$ cat src/hw/led_pkg.sv
// Purpose: Shared constants and carriers for the network status indicator driver
// Assumes: 32-bit APB, 10 MHz pclk
// Notes:   One 8-bit control field per indicator inside the control register
package led_pkg;

  localparam int unsigned NUM_IND     = 4;
  localparam int unsigned IND_FIELD_W = 8;
  localparam int unsigned ADDR_W      = 12;

  // Register byte addresses
  localparam logic [11:0] ADDR_CTRL     = 12'h000;
  localparam logic [11:0] ADDR_STATUS   = 12'h004;
  localparam logic [11:0] ADDR_RELOAD   = 12'h008;
  localparam logic [11:0] ADDR_DEFAULTS = 12'h01c;

  // Field positions inside one indicator field
  localparam int unsigned FLD_SRC_LSB   = 0;
  localparam int unsigned FLD_SRC_W     = 4;
  localparam int unsigned FLD_RSVD_BIT  = 4;
  localparam int unsigned FLD_RATE_BIT  = 5;
  localparam int unsigned FLD_INV_BIT   = 6;
  localparam int unsigned FLD_BLINK_BIT = 7;

  // Defaults word layout: indicator 1 low byte, indicator 3 high byte
  localparam int unsigned DEF_IND1_LSB = 0;
  localparam int unsigned DEF_IND3_LSB = 8;
  localparam int unsigned DEF_W        = 16;

  // Status register layout
  localparam int unsigned ST_IND_LSB    = 0;
  localparam int unsigned ST_SLOW_BIT   = 4;
  localparam int unsigned ST_FAST_BIT   = 5;
  localparam int unsigned ST_LINK_BIT   = 8;
  localparam int unsigned ST_SPEED_LSB  = 9;
  localparam int unsigned ST_DUPLEX_BIT = 11;
  localparam int unsigned ST_ACT_BIT    = 12;
  localparam int unsigned ST_COLL_BIT   = 13;
  localparam int unsigned ST_PAUSE_BIT  = 14;

  localparam int unsigned RELOAD_BIT = 0;

  // Reset values
  localparam logic [7:0]  CTRL_IND0_RESET = 8'h02;
  localparam logic [7:0]  CTRL_IND2_RESET = 8'h06;
  localparam logic [15:0] DEFAULTS_RESET  = 16'h0783;
  localparam logic [7:0]  RSVD_MASK       = 8'hef;

  // Indicator source codes
  localparam logic [3:0] SRC_LINK_10_1000  = 4'h0;
  localparam logic [3:0] SRC_LINK_100_1000 = 4'h1;
  localparam logic [3:0] SRC_LINK_UP       = 4'h2;
  localparam logic [3:0] SRC_FILT_ACTIVITY = 4'h3;
  localparam logic [3:0] SRC_LINK_IDLE     = 4'h4;
  localparam logic [3:0] SRC_LINK_10       = 4'h5;
  localparam logic [3:0] SRC_LINK_100      = 4'h6;
  localparam logic [3:0] SRC_LINK_1000     = 4'h7;
  localparam logic [3:0] SRC_PIN_MIRROR    = 4'h8;
  localparam logic [3:0] SRC_FULL_DUPLEX   = 4'h9;
  localparam logic [3:0] SRC_COLLISION     = 4'ha;
  localparam logic [3:0] SRC_ACTIVITY      = 4'hb;
  localparam logic [3:0] SRC_BUS_SIZE      = 4'hc;
  localparam logic [3:0] SRC_PAUSED        = 4'hd;
  localparam logic [3:0] SRC_FORCE_ON      = 4'he;
  localparam logic [3:0] SRC_FORCE_OFF     = 4'hf;

  // Link speed codes
  localparam logic [1:0] SPEED_10   = 2'h0;
  localparam logic [1:0] SPEED_100  = 2'h1;
  localparam logic [1:0] SPEED_1000 = 2'h2;

  // Blink timing
  localparam int unsigned CLK_HZ            = 10_000_000;
  localparam int unsigned BLINK_SLOW_MS     = 200;
  localparam int unsigned BLINK_FAST_MS     = 83;
  localparam int unsigned SLOW_HALF_CYCLES  = BLINK_SLOW_MS * (CLK_HZ / 1000);
  localparam int unsigned FAST_HALF_CYCLES  = BLINK_FAST_MS * (CLK_HZ / 1000);

  typedef struct packed {
    logic       blink;
    logic       invert;
    logic       rate;
    logic       rsvd;
    logic [3:0] src;
  } ind_cfg_s;

  typedef struct packed {
    logic       link_up;
    logic [1:0] speed;
    logic       full_duplex;
    logic       filt_activity;
    logic       any_activity;
    logic       collision;
    logic       single_lane;
    logic       tx_paused;
  } link_status_s;

endpackage

$ cat src/hw/blink_timer.sv
// Purpose: Shared free-running blink phase generator
// Assumes: Half periods of at least two cycles
// Notes:   One phase per blink rate, index 0 slow, index 1 fast
`timescale 1ns/1ps
module blink_timer
  import led_pkg::*;
#(
  parameter int unsigned SLOW_HALF = SLOW_HALF_CYCLES,
  parameter int unsigned FAST_HALF = FAST_HALF_CYCLES
) (
  input  wire logic       pclk,
  input  wire logic       presetn,
  output logic      [1:0] phase
);

  localparam int unsigned CNT_W = $clog2(SLOW_HALF > FAST_HALF ? SLOW_HALF : FAST_HALF) + 1;

  genvar r;
  generate
    for (r = 0; r < 2; r++) begin : g_rate
      localparam logic [CNT_W-1:0] LAST = CNT_W'((r == 0 ? SLOW_HALF : FAST_HALF) - 1);
      logic [CNT_W-1:0] cnt;
      logic             ph;
      wire              wrap = (cnt == LAST);

      // One process per phase bit; the port bit is a plain copy
      assign phase[r] = ph;

      // Free-running, never gated, so all indicators on one rate share one phase
      always_ff @(posedge pclk or negedge presetn) begin
        if (!presetn) begin
          cnt <= '0;
          ph  <= 1'b1;
        end else if (wrap) begin
          cnt <= '0;
          ph  <= ~ph;
        end else begin
          cnt <= cnt + 1'b1;
        end
      end
    end
  endgenerate

endmodule

$ cat src/hw/network_status_led_driver.sv
// Purpose: Four status indicator outputs of a gigabit network controller
// Assumes: Status inputs synchronous to pclk; APB master per AMBA APB
// Notes:   Indicator pins are active low; reload command copies defaults word
//
// Summary of operation
// - Code 0 shows 10 or 1000 link; code 1 shows 100 or 1000 link.
// - Code 2 shows link up at any speed.
// - Code 3 shows link with filtered frame activity.
// - Code 4 shows link up with no transmit or receive activity.
// - Codes 5, 6, 7 show link at exactly 10, 100, 1000 Mb/s.
// - Code 8 mirrors software pin of same index.
// - Code 9 shows full duplex configuration.
// - Code 10 shows an observed collision.
// - Code 11 shows link with any frame activity.
// - Code 12 shows single-lane host bus connection.
// - Code 13 shows transmitter held off by flow control.
// - Asserted indicator drives its pin low, deasserted drives high.
// - Invert bit flips the selected source before blinking.
// - Blink bit toggles the output periodically while asserted.
// - Rate 0 blinks 200 ms on/off, rate 1 blinks 83 ms on/off.
// - Indicators 1 and 3 take defaults from the defaults word.
// - Variant: link-idle source off, steady on idle, blinking on activity.
//
// Register access over APB was chosen for this implementation.
`timescale 1ns/1ps
module network_status_led_driver
  import led_pkg::*;
#(
  parameter int unsigned SLOW_HALF      = SLOW_HALF_CYCLES,
  parameter int unsigned FAST_HALF      = FAST_HALF_CYCLES,
  parameter bit          LINKACT_STYLE  = 1'b0,
  parameter logic [7:0]  IND0_DEFAULT   = CTRL_IND0_RESET,
  parameter logic [7:0]  IND2_DEFAULT   = CTRL_IND2_RESET
) (
  input  wire logic              pclk,
  input  wire logic              presetn,
  input  wire logic              psel,
  input  wire logic              penable,
  input  wire logic              pwrite,
  input  wire logic [ADDR_W-1:0] paddr,
  input  wire logic       [31:0] pwdata,
  input  wire logic        [3:0] pstrb,
  output logic            [31:0] prdata,
  output logic                   pready,
  output logic                   pslverr,
  input  wire link_status_s      link_status,
  input  wire logic [NUM_IND-1:0] software_definable_pin,
  output logic     [NUM_IND-1:0] led_n
);

  // ---------------------------------------------------------------
  // Register storage
  // ---------------------------------------------------------------
  logic [31:0]    indicator_control_register;
  logic [DEF_W-1:0] indicator_1_3_defaults_word;

  // ---------------------------------------------------------------
  // APB decode
  // ---------------------------------------------------------------
  wire setup_phase  = psel & ~penable;
  wire access_done  = psel & penable & pready;
  wire write_fire   = access_done & pwrite;
  wire word_aligned = (paddr[1:0] == 2'h0);

  wire hit_ctrl     = word_aligned & (paddr == ADDR_CTRL);
  wire hit_status   = word_aligned & (paddr == ADDR_STATUS);
  wire hit_reload   = word_aligned & (paddr == ADDR_RELOAD);
  wire hit_defaults = word_aligned & (paddr == ADDR_DEFAULTS);
  wire hit_any      = hit_ctrl | hit_status | hit_reload | hit_defaults;

  // Status register is read only; writing it is an error
  wire bad_access   = ~hit_any | (pwrite & hit_status);

  wire wr_ctrl      = write_fire & hit_ctrl & ~pslverr;
  wire wr_defaults  = write_fire & hit_defaults & ~pslverr;
  wire wr_reload    = write_fire & hit_reload & ~pslverr & pstrb[0] & pwdata[RELOAD_BIT];

  // ---------------------------------------------------------------
  // Byte-lane write merge, reserved bits forced to zero
  // ---------------------------------------------------------------
  wire [31:0] strb_mask = {{8{pstrb[3]}}, {8{pstrb[2]}}, {8{pstrb[1]}}, {8{pstrb[0]}}};
  wire [31:0] rsvd_keep = {RSVD_MASK, RSVD_MASK, RSVD_MASK, RSVD_MASK};
  wire [31:0] ctrl_merge = ((pwdata & strb_mask) | (indicator_control_register & ~strb_mask)) & rsvd_keep;

  wire [15:0] def_strb  = {{8{pstrb[1]}}, {8{pstrb[0]}}};
  wire [15:0] def_keep  = {RSVD_MASK, RSVD_MASK};
  wire [15:0] def_merge = ((pwdata[15:0] & def_strb) | (indicator_1_3_defaults_word & ~def_strb)) & def_keep;

  // Reload copies defaults into indicators 1 and 3, leaving 0 and 2
  wire [7:0]  def_ind1  = indicator_1_3_defaults_word[DEF_IND1_LSB +: IND_FIELD_W];
  wire [7:0]  def_ind3  = indicator_1_3_defaults_word[DEF_IND3_LSB +: IND_FIELD_W];
  wire [31:0] ctrl_reload = {def_ind3,
                             indicator_control_register[2*IND_FIELD_W +: IND_FIELD_W],
                             def_ind1,
                             indicator_control_register[0 +: IND_FIELD_W]};

  wire [31:0] next_ctrl = wr_ctrl   ? ctrl_merge :
                          wr_reload ? ctrl_reload :
                                      indicator_control_register;

  wire [15:0] next_defaults = wr_defaults ? def_merge : indicator_1_3_defaults_word;

  // Power-on control value: indicators 1 and 3 from the defaults word reset value, 0 and 2 from IND0_DEFAULT and IND2_DEFAULT
  localparam logic [31:0] CTRL_RESET = {DEFAULTS_RESET[DEF_IND3_LSB +: IND_FIELD_W],
                                        IND2_DEFAULT,
                                        DEFAULTS_RESET[DEF_IND1_LSB +: IND_FIELD_W],
                                        IND0_DEFAULT};

  always_ff @(posedge pclk or negedge presetn) begin
    if (!presetn) begin
      indicator_control_register  <= CTRL_RESET;
      indicator_1_3_defaults_word <= DEFAULTS_RESET;
    end else begin
      indicator_control_register  <= next_ctrl;
      indicator_1_3_defaults_word <= next_defaults;
    end
  end

  // ---------------------------------------------------------------
  // Shared blink timebase
  // ---------------------------------------------------------------
  logic [1:0] blink_phase;

  blink_timer #(
    .SLOW_HALF (SLOW_HALF),
    .FAST_HALF (FAST_HALF)
  ) u_blink_timer (
    .pclk    (pclk),
    .presetn (presetn),
    .phase   (blink_phase)
  );

  // ---------------------------------------------------------------
  // Common link conditions
  // ---------------------------------------------------------------
  wire link_up    = link_status.link_up;
  wire is_10      = link_up & (link_status.speed == SPEED_10);
  wire is_100     = link_up & (link_status.speed == SPEED_100);
  wire is_1000    = link_up & (link_status.speed == SPEED_1000);
  wire any_act    = link_status.any_activity;
  wire filt_act   = link_status.filt_activity;

  wire cond_10_1000  = is_10 | is_1000;
  wire cond_100_1000 = is_100 | is_1000;
  wire cond_link     = link_up;
  wire cond_filt     = link_up & filt_act;
  wire cond_idle     = link_up & ~any_act;
  wire cond_duplex   = link_status.full_duplex;
  wire cond_coll     = link_status.collision;
  wire cond_act      = link_up & any_act;
  wire cond_lane     = link_status.single_lane;
  wire cond_pause    = link_status.tx_paused;

  // ---------------------------------------------------------------
  // Per-indicator source, invert and blink
  // ---------------------------------------------------------------
  logic [NUM_IND-1:0] ind_on;

  genvar i;
  generate
    for (i = 0; i < NUM_IND; i++) begin : g_ind
      ind_cfg_s cfg;
      logic     src;
      logic     flipped;
      logic     phase_sel;
      logic     variant_path;
      logic     on;

      assign cfg = ind_cfg_s'(indicator_control_register[i*IND_FIELD_W +: IND_FIELD_W]);

      always_comb begin
        case (cfg.src)
          SRC_LINK_10_1000:  src = cond_10_1000;
          SRC_LINK_100_1000: src = cond_100_1000;
          SRC_LINK_UP:       src = cond_link;
          SRC_FILT_ACTIVITY: src = cond_filt;
          SRC_LINK_IDLE:     src = cond_idle;
          SRC_LINK_10:       src = is_10;
          SRC_LINK_100:      src = is_100;
          SRC_LINK_1000:     src = is_1000;
          SRC_PIN_MIRROR:    src = software_definable_pin[i];
          SRC_FULL_DUPLEX:   src = cond_duplex;
          SRC_COLLISION:     src = cond_coll;
          SRC_ACTIVITY:      src = cond_act;
          SRC_BUS_SIZE:      src = cond_lane;
          SRC_PAUSED:        src = cond_pause;
          SRC_FORCE_ON:      src = 1'b1;
          SRC_FORCE_OFF:     src = 1'b0;
          default:           src = 1'b0;
        endcase
      end

      assign flipped   = src ^ cfg.invert;
      assign phase_sel = blink_phase[cfg.rate];

      // Variant: steady on when idle, blinking under activity
      assign variant_path = LINKACT_STYLE & (cfg.src == SRC_LINK_IDLE);

      always_comb begin
        if (!cfg.blink) begin
          on = flipped;
        end else if (variant_path) begin
          on = (link_up & ~any_act) ^ cfg.invert ? 1'b1 : (link_up & phase_sel);
        end else begin
          on = flipped & phase_sel;
        end
      end

      assign ind_on[i] = on;
    end
  endgenerate

  // Active-low pins, dark from reset
  always_ff @(posedge pclk or negedge presetn) begin
    if (!presetn) begin
      led_n <= '1;
    end else begin
      led_n <= ~ind_on;
    end
  end

  // ---------------------------------------------------------------
  // Read path
  // ---------------------------------------------------------------
  logic [31:0] status_word;

  always_comb begin
    status_word = 32'h0;
    status_word[ST_IND_LSB +: NUM_IND]  = ~led_n;
    status_word[ST_SLOW_BIT]            = blink_phase[0];
    status_word[ST_FAST_BIT]            = blink_phase[1];
    status_word[ST_LINK_BIT]            = link_status.link_up;
    status_word[ST_SPEED_LSB +: 2]      = link_status.speed;
    status_word[ST_DUPLEX_BIT]          = link_status.full_duplex;
    status_word[ST_ACT_BIT]             = link_status.any_activity;
    status_word[ST_COLL_BIT]            = link_status.collision;
    status_word[ST_PAUSE_BIT]           = link_status.tx_paused;
  end

  wire [31:0] read_value = hit_ctrl     ? indicator_control_register :
                           hit_status   ? status_word :
                           hit_defaults ? {16'h0, indicator_1_3_defaults_word} :
                                          32'h0;

  // Answer prepared in the setup cycle, so every access has one wait-free access cycle
  always_ff @(posedge pclk or negedge presetn) begin
    if (!presetn) begin
      pready  <= 1'b0;
      pslverr <= 1'b0;
      prdata  <= 32'h0;
    end else begin
      pready  <= setup_phase;
      pslverr <= setup_phase & bad_access;
      prdata  <= (setup_phase & ~pwrite & ~bad_access) ? read_value : 32'h0;
    end
  end

endmodule

$ cat config.mk
export PLATFORM = sky130hd
export DESIGN_NAME = network_status_led_driver
export DESIGN_NICKNAME = d
export VERILOG_FILES = /design/src/hw/led_pkg.sv /design/src/hw/blink_timer.sv /design/src/hw/network_status_led_driver.sv
export SDC_FILE = /design/constraint.sdc
export NUM_CORES = 1
export LEC_CHECK = 0
export BUFFER_PORTS_ARGS = -buffer_cell sky130_fd_sc_hd__buf_2
export CORE_ASPECT_RATIO = 1.5
export CORE_MARGIN = 2
export CORE_UTILIZATION = 45
export CTS_BUF_LIST = sky130_fd_sc_hd__clkbuf_8 sky130_fd_sc_hd__clkbuf_16
export DETAILED_ROUTE_END_ITERATION = 12
export MAX_ROUTING_LAYER = met4
export PLACE_DENSITY = 0.75
export SLEW_MARGIN = 5
export SYNTH_ARGS = -nofsm -noshare
export SYNTH_HDL_FRONTEND = slang
export SYNTH_HIERARCHICAL = 1
export SYNTH_SLANG_ARGS = --single-unit
$ cat constraint.sdc
create_clock -name pclk -period 3.7 [get_ports pclk]
set_input_delay 0.37 -clock pclk [delete_from_list [all_inputs] [get_ports pclk]]
set_output_delay 0.37 -clock pclk [all_outputs]
set_load 0.01 [all_outputs]
==> flow_metrics.tcl, run 1 <==
set metrics [dict create \
    finalCriticalPeriod_ps 2220 \
    grt-ovfl-total 0 \
    synth.cell_area_um2 6350 \
    synth_top_area_cell "dfrtp_1" \
    fill_cells 1186 \
    min_period_over_period_pct 60.1 \
    antenna_found_initial 0 \
    synth-seq-cells 125 \
    ioPinCount 104 \
    drive_gt1_share_pct 27.8 \
    track_usage_pct 22.5 \
    cp-start-kind "flop" \
    synth_enable_flop_cells 0 \
    netlist_instances 626 \
    multiInputGateArea_um2 2970 \
    leakage_nw 3.40 \
    yosys.area_share.adder_pct 0.394 \
    maxCapViolCount 0 \
    num_vias 5243 \
    crit_required_ps 4040 \
    initial_core_util_pct 45.6 \
    die_h_um 150 \
    synth-simple-area-share_pct 21.1 \
    status "complete, no violations" \
    yosys.area_share.xor_xnor_pct 4.96 \
    dr.pass1.iters 7 \
    seq_area_um2 3150 \
    finalHoldViolCount 0 \
    hold_buffers 0 \
    numCtsBuffers 17 \
    io_buffers 98 \
    crit_top_cell "or4_1" \
    clock_latency_ps 420 \
    grt_max_degree 77 \
    design.core.area_um2 13900 \
    rows 53 \
    ys_types 61 \
    synthMuxAreaShare_pct 9.38 \
    worst_slew_pin_slew_ps 937 \
    max_freq_mhz 450 \
    numClockSinks 125 \
    viasPerCell 5.88 \
    cp-end-kind "flop" \
    cts_tree "yes" \
    slew_viol_final 0 \
    gp_congestion 0.938 \
    hp-class "primary input to asynchronous set/reset pin" \
    post_cts_resized 0 \
    setup_violations 0 \
    p_per_area_nw_per_um2 428 \
    skew_ps 7.74 \
    synth_top_family_by_area "simple AND/OR/NAND/NOR gates" \
    routed_wl_mm 16.3 \
    final_cells 891 \
    synth_area_leaders "dfrtp_1 (41%), dfstp_2 (8.7%), mux2_2 (5.3%)" \
    drtAntennaViolNets 0 \
    hpwl_mm 11.7 \
    ys.warnings.count 6 \
    grt_first_pass_wirelength_mm 25.6 \
    route.detailed.drc 0 \
    synthTopCellsByCount "dfrtp_1 (104), nor2_1 (51), nand2_1 (38), a21oi_1 (34), mux2_2 (30)" \
    crit_path_top_delay_cell "or4_1" \
    wire_per_inst_um 18.3 \
    rsz0062_at_grt "false" \
    dieArea_um2 15100 \
    cpPeakStageDelay_ps 680 \
    crit_type "flop to flop" \
    synth.most_common_cell "dfrtp_1" \
    root_buffer "clkbuf_16" \
    yosysSeqAreaShare_pct 49.7 \
    synth_top_area_share_pct 41.0 \
    diodes 0 \
    cts_buffer_depth 2 \
    die_x_um 101 \
    syn_to_final_growth_pct 19.0 \
    cts-htree-levels 4 \
    path_max_fanout 7 \
    synth_compound_area_share_pct 10.8 \
    grt_pass1_vias 5284 \
    post-place-cells 859 \
    postCtsSetupBuffers 0 \
    fin_tns_setup_ps 0 \
    vdd_drop_max_mv 0.207 \
    avgSynthCellArea_um2 10.1 \
    nNetsFinal 781 \
    synth_async_sr_flop_share_pct 100 \
    crit_arrival_ps 2570 \
    fin_util_pct 54.3 \
    clk_pin_slew_ps 60 \
    regToRegSetupSlack_ps 1480 \
    slew_headroom_pct 37.5 \
    synthFlopType "dfrtp_1" \
    drt_iter0_drc 337 \
    cp_cell_sequence "ha_1 > nand4_1 > or4_1 > or4_1 > a21oi_1" \
]
[layout make-up]
class,instances,share of cell area (%)
Inverter,20,0.993
Multi-Input combinational cell,446,39.3
Timing Repair Buffer,103,7.19
Tap cell,165,2.73
Clock buffer,17,5.63
Clock inverter,15,2.47
Sequential cell,125,41.7
[through the flow]
step | total power, mW | area, um2 | hold WS (ps) | worst slack [ps]
after floorplan | 1.45 | 6350 | 74.4 | 1680
after global placement | 1.54 | 6950 | 462 | 1420
after detailed placement | 1.54 | 6950 | 462 | 1340
after CTS | 3.26 | 7560 | 129 | 1490
after global routing | 3.34 | 7560 | 166 | 1380
final | 3.24 | 7560 | 96.0 | 1480
[registers in the layout, summed over array words and instances, names as in the netlist]
signal and cells:
u_blink_timer/g_rate.ph 2, pready 1, indicator_1_3_defaults_word 14, led_n 4, prdata 31, indicator_control_register 28
u_blink_timer/g_rate.cnt 44, pslverr 1
[cells in the final DEF, fill, tap and decap left out, drive strengths merged, types with 20 or more instances in the layout]
cell	n
dfrtp	104
buf	103
nor2	52
nand2	40
mux2	36
a21oi	34
o21ai	27
nor3	26
inv	24
dfstp	21
xnor2	20
[cells by family after synthesis]
group	Yosys count
DFF	125
buffers and inverters	56
and+or+nand+nor	242
adders and majority gates	2
muxes	55
AOI/OAI and AO/OA	109
other	1
xor gates and xnor gates	36
[critical path: cells and delay by family, from the launching register on]
kind | cells | cell delay [ps]
compound gates | 1 | 160
flops | 1 | 400
fa+ha+maj | 1 | 220
simple gates | 3 | 1380
[per-layer routing]
metal  up-vias  global-route usage, %  routed length [um]
li1       2402                      -                   -
met1      2584                   22.6                5850
met2       214                   40.1                8910
met3        43                   4.39                 876
met4         0                   13.0                 690
met5         -                      -                   0
[report_power, final]
group / total [mW] / switching, mW / internal (mW)
Combinational: 0.143 / 0.0955 / 0.0478
Clock: 1.72 / 0.646 / 1.07
Sequential: 1.38 / 0.00363 / 1.37
[worst paths after layout]
path,start,cells after the start,end
worst min register to register,u_blink_timer/g_rate[1].cnt[21],1,u_blink_timer/g_rate[1].cnt[21]
min in group pclk,pwdata[21],2,indicator_control_register[21]
worst max register to register,u_blink_timer/g_rate[0].cnt[0],5,u_blink_timer/g_rate[0].cnt[20]
worst max-delay path,u_blink_timer/g_rate[0].cnt[0],5,u_blink_timer/g_rate[0].cnt[20]
worst min-delay path,presetn,1,indicator_control_register[19]
max in group asynchronous,presetn,2,indicator_1_3_defaults_word[1]
Note: power is estimated with default switching activity, not from simulation.
==> inputs of run 2 (changes only) <==
Settings changed: ABC_AREA set to 1, PLACE_DENSITY 0.75 to 0.74.
Clock period 3.7 ns to 2.1 ns, I/O delays scaled along.
==> flow_metrics.tcl, run 2 <==
set metrics [dict create \
    antenna_found_initial 0 \
    worst_slack_ps 254 \
    hpwl_mm 14.6 \
    grt_first_pass_wirelength_mm 32.1 \
    netlist_instances 1031 \
    dieArea_um2 17200 \
    gp_congestion 1.02 \
    leakage_nw 4.54 \
    ys_types 36 \
    fin_tns_setup_ps 0 \
    ys.warnings.count 6 \
    rows 56 \
    cp-end-kind "flop" \
    finalCriticalPeriod_ps 1850 \
    largest_reg_flops 44 \
    min_period_over_period_pct 87.9 \
    root_buffer "clkbuf_16" \
    synth_enable_flop_cells 0 \
    seq_area_um2 3150 \
    grt_pass1_vias 6660 \
    drive_gt1_share_pct 18.9 \
    rsz0062_at_grt "false" \
    maxCapViolCount 0 \
    viasPerCell 5.00 \
    nNetsFinal 1211 \
    grt-ovfl-total 0 \
    finalHoldViolCount 0 \
    numClockSinks 125 \
    synth_top_area_cell "dfrtp_1" \
    synth_async_sr_flop_share_pct 100 \
    top_register "u_blink_timer/g_rate.cnt" \
    post_dp_cell_area_um2 8000 \
    mostFrequentLayoutCells "nand2_1 (318), inv_1 (150), nor2_1 (141), dfrtp_1 (104), nand3_1 (100)" \
    clk_pin_slew_ps 60 \
    num_vias 6789 \
    fill_cells 1499 \
    skew_ps 7.50 \
    die_h_um 159 \
    yosysSeqAreaShare_pct 43.5 \
    crit_type "primary input to flop" \
    hp-class "primary input to flop" \
    slew_headroom_pct 66.4 \
    syn_to_final_growth_pct 18.5 \
    dp_slack_ps 199 \
    diodes 0 \
    die_x_um 108 \
    reg.largest.list "u_blink_timer/g_rate.cnt (44), prdata (31), indicator_control_register (28)" \
    postCtsSetupBuffers 0 \
    synth.most_common_cell "nand2_1" \
    status "complete, no violations" \
    synth_area_leaders "dfrtp_1 (36%), nand2_1 (16%), dfstp_2 (7.6%)" \
    synth-seq-cells 125 \
    final_cells 1359 \
    cts_tree "yes" \
    avgSynthCellArea_um2 7.03 \
    route.detailed.drc 0 \
    setup_violations 0 \
    path_max_fanout 17 \
    cts-htree-levels 4 \
    crit_required_ps 2400 \
    design.core.area_um2 15700 \
    wire_per_inst_um 14.3 \
    worst_slew_pin_slew_ps 503 \
    dr.pass1.iters 7 \
    synth.cell_area_um2 7250 \
    routed_wl_mm 19.4 \
    crit_arrival_ps 2140 \
    numCtsBuffers 17 \
    grt_max_degree 45 \
    final_common_cell "nand2_1" \
    vdd_drop_max_mv 0.476 \
    slew_viol_final 0 \
    track_usage_pct 24.5 \
    final_area_um2 8590 \
    synthTopCellsByCount "nand2_1 (318), inv_1 (147), nor2_1 (141), dfrtp_1 (104), nand3_1 (100)" \
    p_per_area_nw_per_um2 628 \
    multiInputGateArea_um2 3390 \
    initial_core_util_pct 46.2 \
    io_buffers 98 \
    cts_buffer_depth 2 \
    cp-start-kind "primary input" \
    ioPinCount 104 \
    max_freq_mhz 542 \
    clock_latency_ps 410 \
    synth_top_area_share_pct 35.9 \
    drt_iter0_drc 446 \
    drtAntennaViolNets 0 \
    post-place-cells 1324 \
    synthFlopType "dfrtp_1" \
]
==> run 2: logic make-up (layout without fill, tap and decap cells) <==
kind of cell | count (synthesis) | after routing | share of synthesized area, %
other | 1 | 2 | 0.0517
DFF | 125 | 125 | 43.5
adders and majority gates | 2 | 2 | 0.345
buffers and inverters | 177 | 301 | 9.80
AOI/OAI and AO/OA | 84 | 84 | 6.35
and+or+nand+nor | 622 | 622 | 37.5
xor gates and xnor gates | 20 | 20 | 2.42
==> run 2: through the flow <==
step                      power [mW]  util, %  hold WS [ps]
after floorplan                 2.53        -         -85.6
after global placement          2.68     51.0           205
after detailed placement        2.68     51.0           210
after CTS                       5.44     54.7          4.84
after global routing            5.58     54.7          24.1
final                           5.39     54.7          12.6
==> run 2: worst paths after layout <==
path | startpoint | to | slack (ps) | cells past startpoint
setup / recovery | penable | indicator_control_register[30] | 250 | 9
hold / removal | pwdata[16] | indicator_control_register[16] | 10 | 3
setup reg to reg | pready | indicator_control_register[30] | 330 | 7
min in group asynchronous | presetn | u_blink_timer/g_rate[1].cnt[20] | 310 | 2
max in group asynchronous | presetn | indicator_1_3_defaults_word[9] | 1110 | 3
hold reg to reg | u_blink_timer/g_rate[0].cnt[0] | u_blink_timer/g_rate[0].cnt[0] | 460 | 1
==> run 2: layer usage <==
metal,up-vias,global-route usage (%),share of wire [%]
met5,-,-,0
met4,0,13.1,4.8
met3,67,3.72,4.9
met2,234,42.0,53
met1,3089,26.8,38
li1,3399,-,-
==> run 2: report_power, final <==
group	internal [mW]	switching [mW]	total [mW]
Sequential	2.42	0.00293	2.42
Combinational	0.0761	0.151	0.227
Clock	1.67	1.07	2.74
==> run 2: cell type report <==
| cell class | count | area share [%] |
|---|---|---|
| clock buffer | 19 | 5.28 |
| clock inverter | 13 | 1.19 |
| inverter | 153 | 6.69 |
| multi-input combinational | 730 | 39.4 |
| sequential | 125 | 36.7 |
| tap | 203 | 2.96 |
| timing repair buffer | 116 | 7.69 |
==> run 2: repair_timing <==
action,in CTS,in global routing
endpoints found under the hold margin,34,0
hold buffers,3,0
resized for setup,0,0
==> run 2: critical path, stage by stage <==
cell and delay (ps):
dlygate4sd3_1 520, buf_2 110, nand4_1 100, nor2_2 310, nand3_2 150, buf_4 240
o21ai_4 170, nand2_4 140, o21a_1 200
==> inputs of run 3 (changes only) <==
Settings changed: PLACE_DENSITY 0.74 to 0.73.
==> flow_metrics.tcl, run 3 (same netlist as run 2, synthesis figures left out) <==
set metrics [dict create \
    die_h_um 159 \
    crit_arrival_ps 2160 \
    numClockSinks 125 \
    maxCapViolCount 0 \
    slew_viol_final 0 \
    initial_core_util_pct 46.2 \
    dieArea_um2 17200 \
    max_freq_mhz 547 \
    rows 56 \
    mostFrequentLayoutCells "nand2_1 (318), inv_1 (150), nor2_1 (141), dfrtp_1 (104), nand3_1 (100)" \
    vdd_drop_max_mv 0.397 \
    post_cts_resized 0 \
    dp_slack_ps 239 \
    top_register "u_blink_timer/g_rate.cnt" \
    design.core.area_um2 15700 \
    min_period_over_period_pct 87.0 \
    viasPerCell 5.01 \
    grt_pass1_vias 6832 \
    whs_ps 14.6 \
    fin_tns_setup_ps 0 \
    ioPinCount 104 \
    grt_max_degree 47 \
    leakage_nw 4.54 \
    crit-reg2reg-launch "pready" \
    timing.rr.end "indicator_control_register[19]" \
    crit_top_cell "buf_4" \
    critPathLaunch "penable" \
    grt_first_pass_wirelength_mm 31.8 \
    post-place-cells 1326 \
    drive_gt1_share_pct 19.1 \
    cp-end-kind "flop" \
    postCtsSetupBuffers 0 \
    die_x_um 108 \
    cpPeakStageDelay_ps 520 \
    power_mw 5.24 \
    fill_cells 1556 \
    largest_reg_flops 44 \
    final_area_um2 8590 \
    rsz0062_at_grt "false" \
    status "complete, no violations" \
    cts_buffer_depth 2 \
    num_vias 6828 \
    final_cells 1364 \
    reg.largest.list "u_blink_timer/g_rate.cnt (44), prdata (31), indicator_control_register (28)" \
    hp-class "primary input to flop" \
    slew_headroom_pct 56.8 \
    dr.pass1.iters 6 \
    setup_violations 0 \
    fin_util_pct 54.7 \
    hpwl_mm 14.9 \
    met1_usage_pct 26.4 \
    worst_slew_pin_slew_ps 648 \
    endpoint "indicator_control_register[19]" \
    clk_pin_slew_ps 60 \
    cts_tree "yes" \
    io_buffers 98 \
    p_per_area_nw_per_um2 610 \
    wire_per_inst_um 14.4 \
    crit_required_ps 2430 \
    drt_iter0_drc 350 \
    skew_ps 8.86 \
    gp_congestion 0.971 \
    grt-ovfl-total 0 \
    numCtsBuffers 17 \
    regToRegSetupSlack_ps 350 \
    syn_to_final_growth_pct 18.5 \
    holdPathStages 3 \
    cts-htree-levels 4 \
    antenna_found_initial 1 \
    path_max_fanout 26 \
    grt.busiest_layer "met2" \
    met3_usage_pct 3.19 \
    cp_cell_sequence "dlygate4sd3_1 > buf_2 > nand4_1 > nor2_2 > nand3_2 > buf_4 > nor2_1 > buf_4 > nand2_1 > o21ai_0" \
    finalHoldViolCount 0 \
    worst_slack_ps 272 \
    nNetsFinal 1215 \
    finalCriticalPeriod_ps 1830 \
    clock_latency_ps 410 \
    grtUsageMet2_pct 42.1 \
    rr_worst_depth 8 \
    track_usage_pct 24.3 \
    routed_wl_mm 19.6 \
    route.detailed.drc 0 \
    crit_path_top_delay_cell "dlygate4sd3_1" \
    root_buffer "clkbuf_16" \
    cp-start-kind "primary input" \
    crit_type "primary input to flop" \
    final_common_cell "nand2_1" \
    drtAntennaViolNets 0 \
    post_dp_cell_area_um2 8020 \
]
## run 3: changes by cell type in the layout (fill, tap and decap cells not counted), sizes merged
cell / delta
bufinv: -1
inv: +1
diode: +1
clkinvlp: +1
dlygate4sd3: +2
buf: +2
clkbuf: -1
## run 3: where the power goes
group / internal, mW / total [mW] / switching (mW)
registers: 2.42 / 2.42 / 0.00267
clock network: 1.51 / 2.59 / 1.08
logic: 0.0795 / 0.232 / 0.152
total: 4.01 / 5.24 / 1.23
## run 3: worst min-delay path by stage
stage	start	end	slack [ps]
floorplan	presetn	indicator_1_3_defaults_word[11]	-90
global placement	presetn	prdata[19]	270
detailed placement	presetn	prdata[20]	270
CTS	pwdata[17]	indicator_control_register[17]	3
global route	pwdata[17]	indicator_control_register[17]	30
finish	pwdata[17]	indicator_control_register[17]	10
## run 3: critical path: cells and delay by family
kind	cells	cell delay [ps]
AO/OA/AOI/OAI	1	70
buffers and inverters	4	1080
AND/OR/NAND/NOR	5	780
## run 3: per-layer routing
layer	wire length [um]	share of wire, %
met5	0	0
met4	925	4.7
met3	815	4.1
met2	10300	53
met1	7550	38
## run 3: timing repair
action                     CTS  global route
hold buffers                 5             0
setup endpoints to repair    0             0
hold endpoints to repair    38             0
## run 3: layout make-up
type / count / area [um2] / area share [%]
Multi-Input combinational cell: 730 / 3390 / 39.4
Sequential cell: 125 / 3150 / 36.7
Timing Repair Buffer: 120 / 696 / 8.10
Inverter: 153 / 574 / 6.69
Clock buffer: 18 / 439 / 5.11
Tap cell: 203 / 254 / 2.96
Clock inverter: 14 / 81.3 / 0.947
Antenna cell: 1 / 2.50 / 0.0291
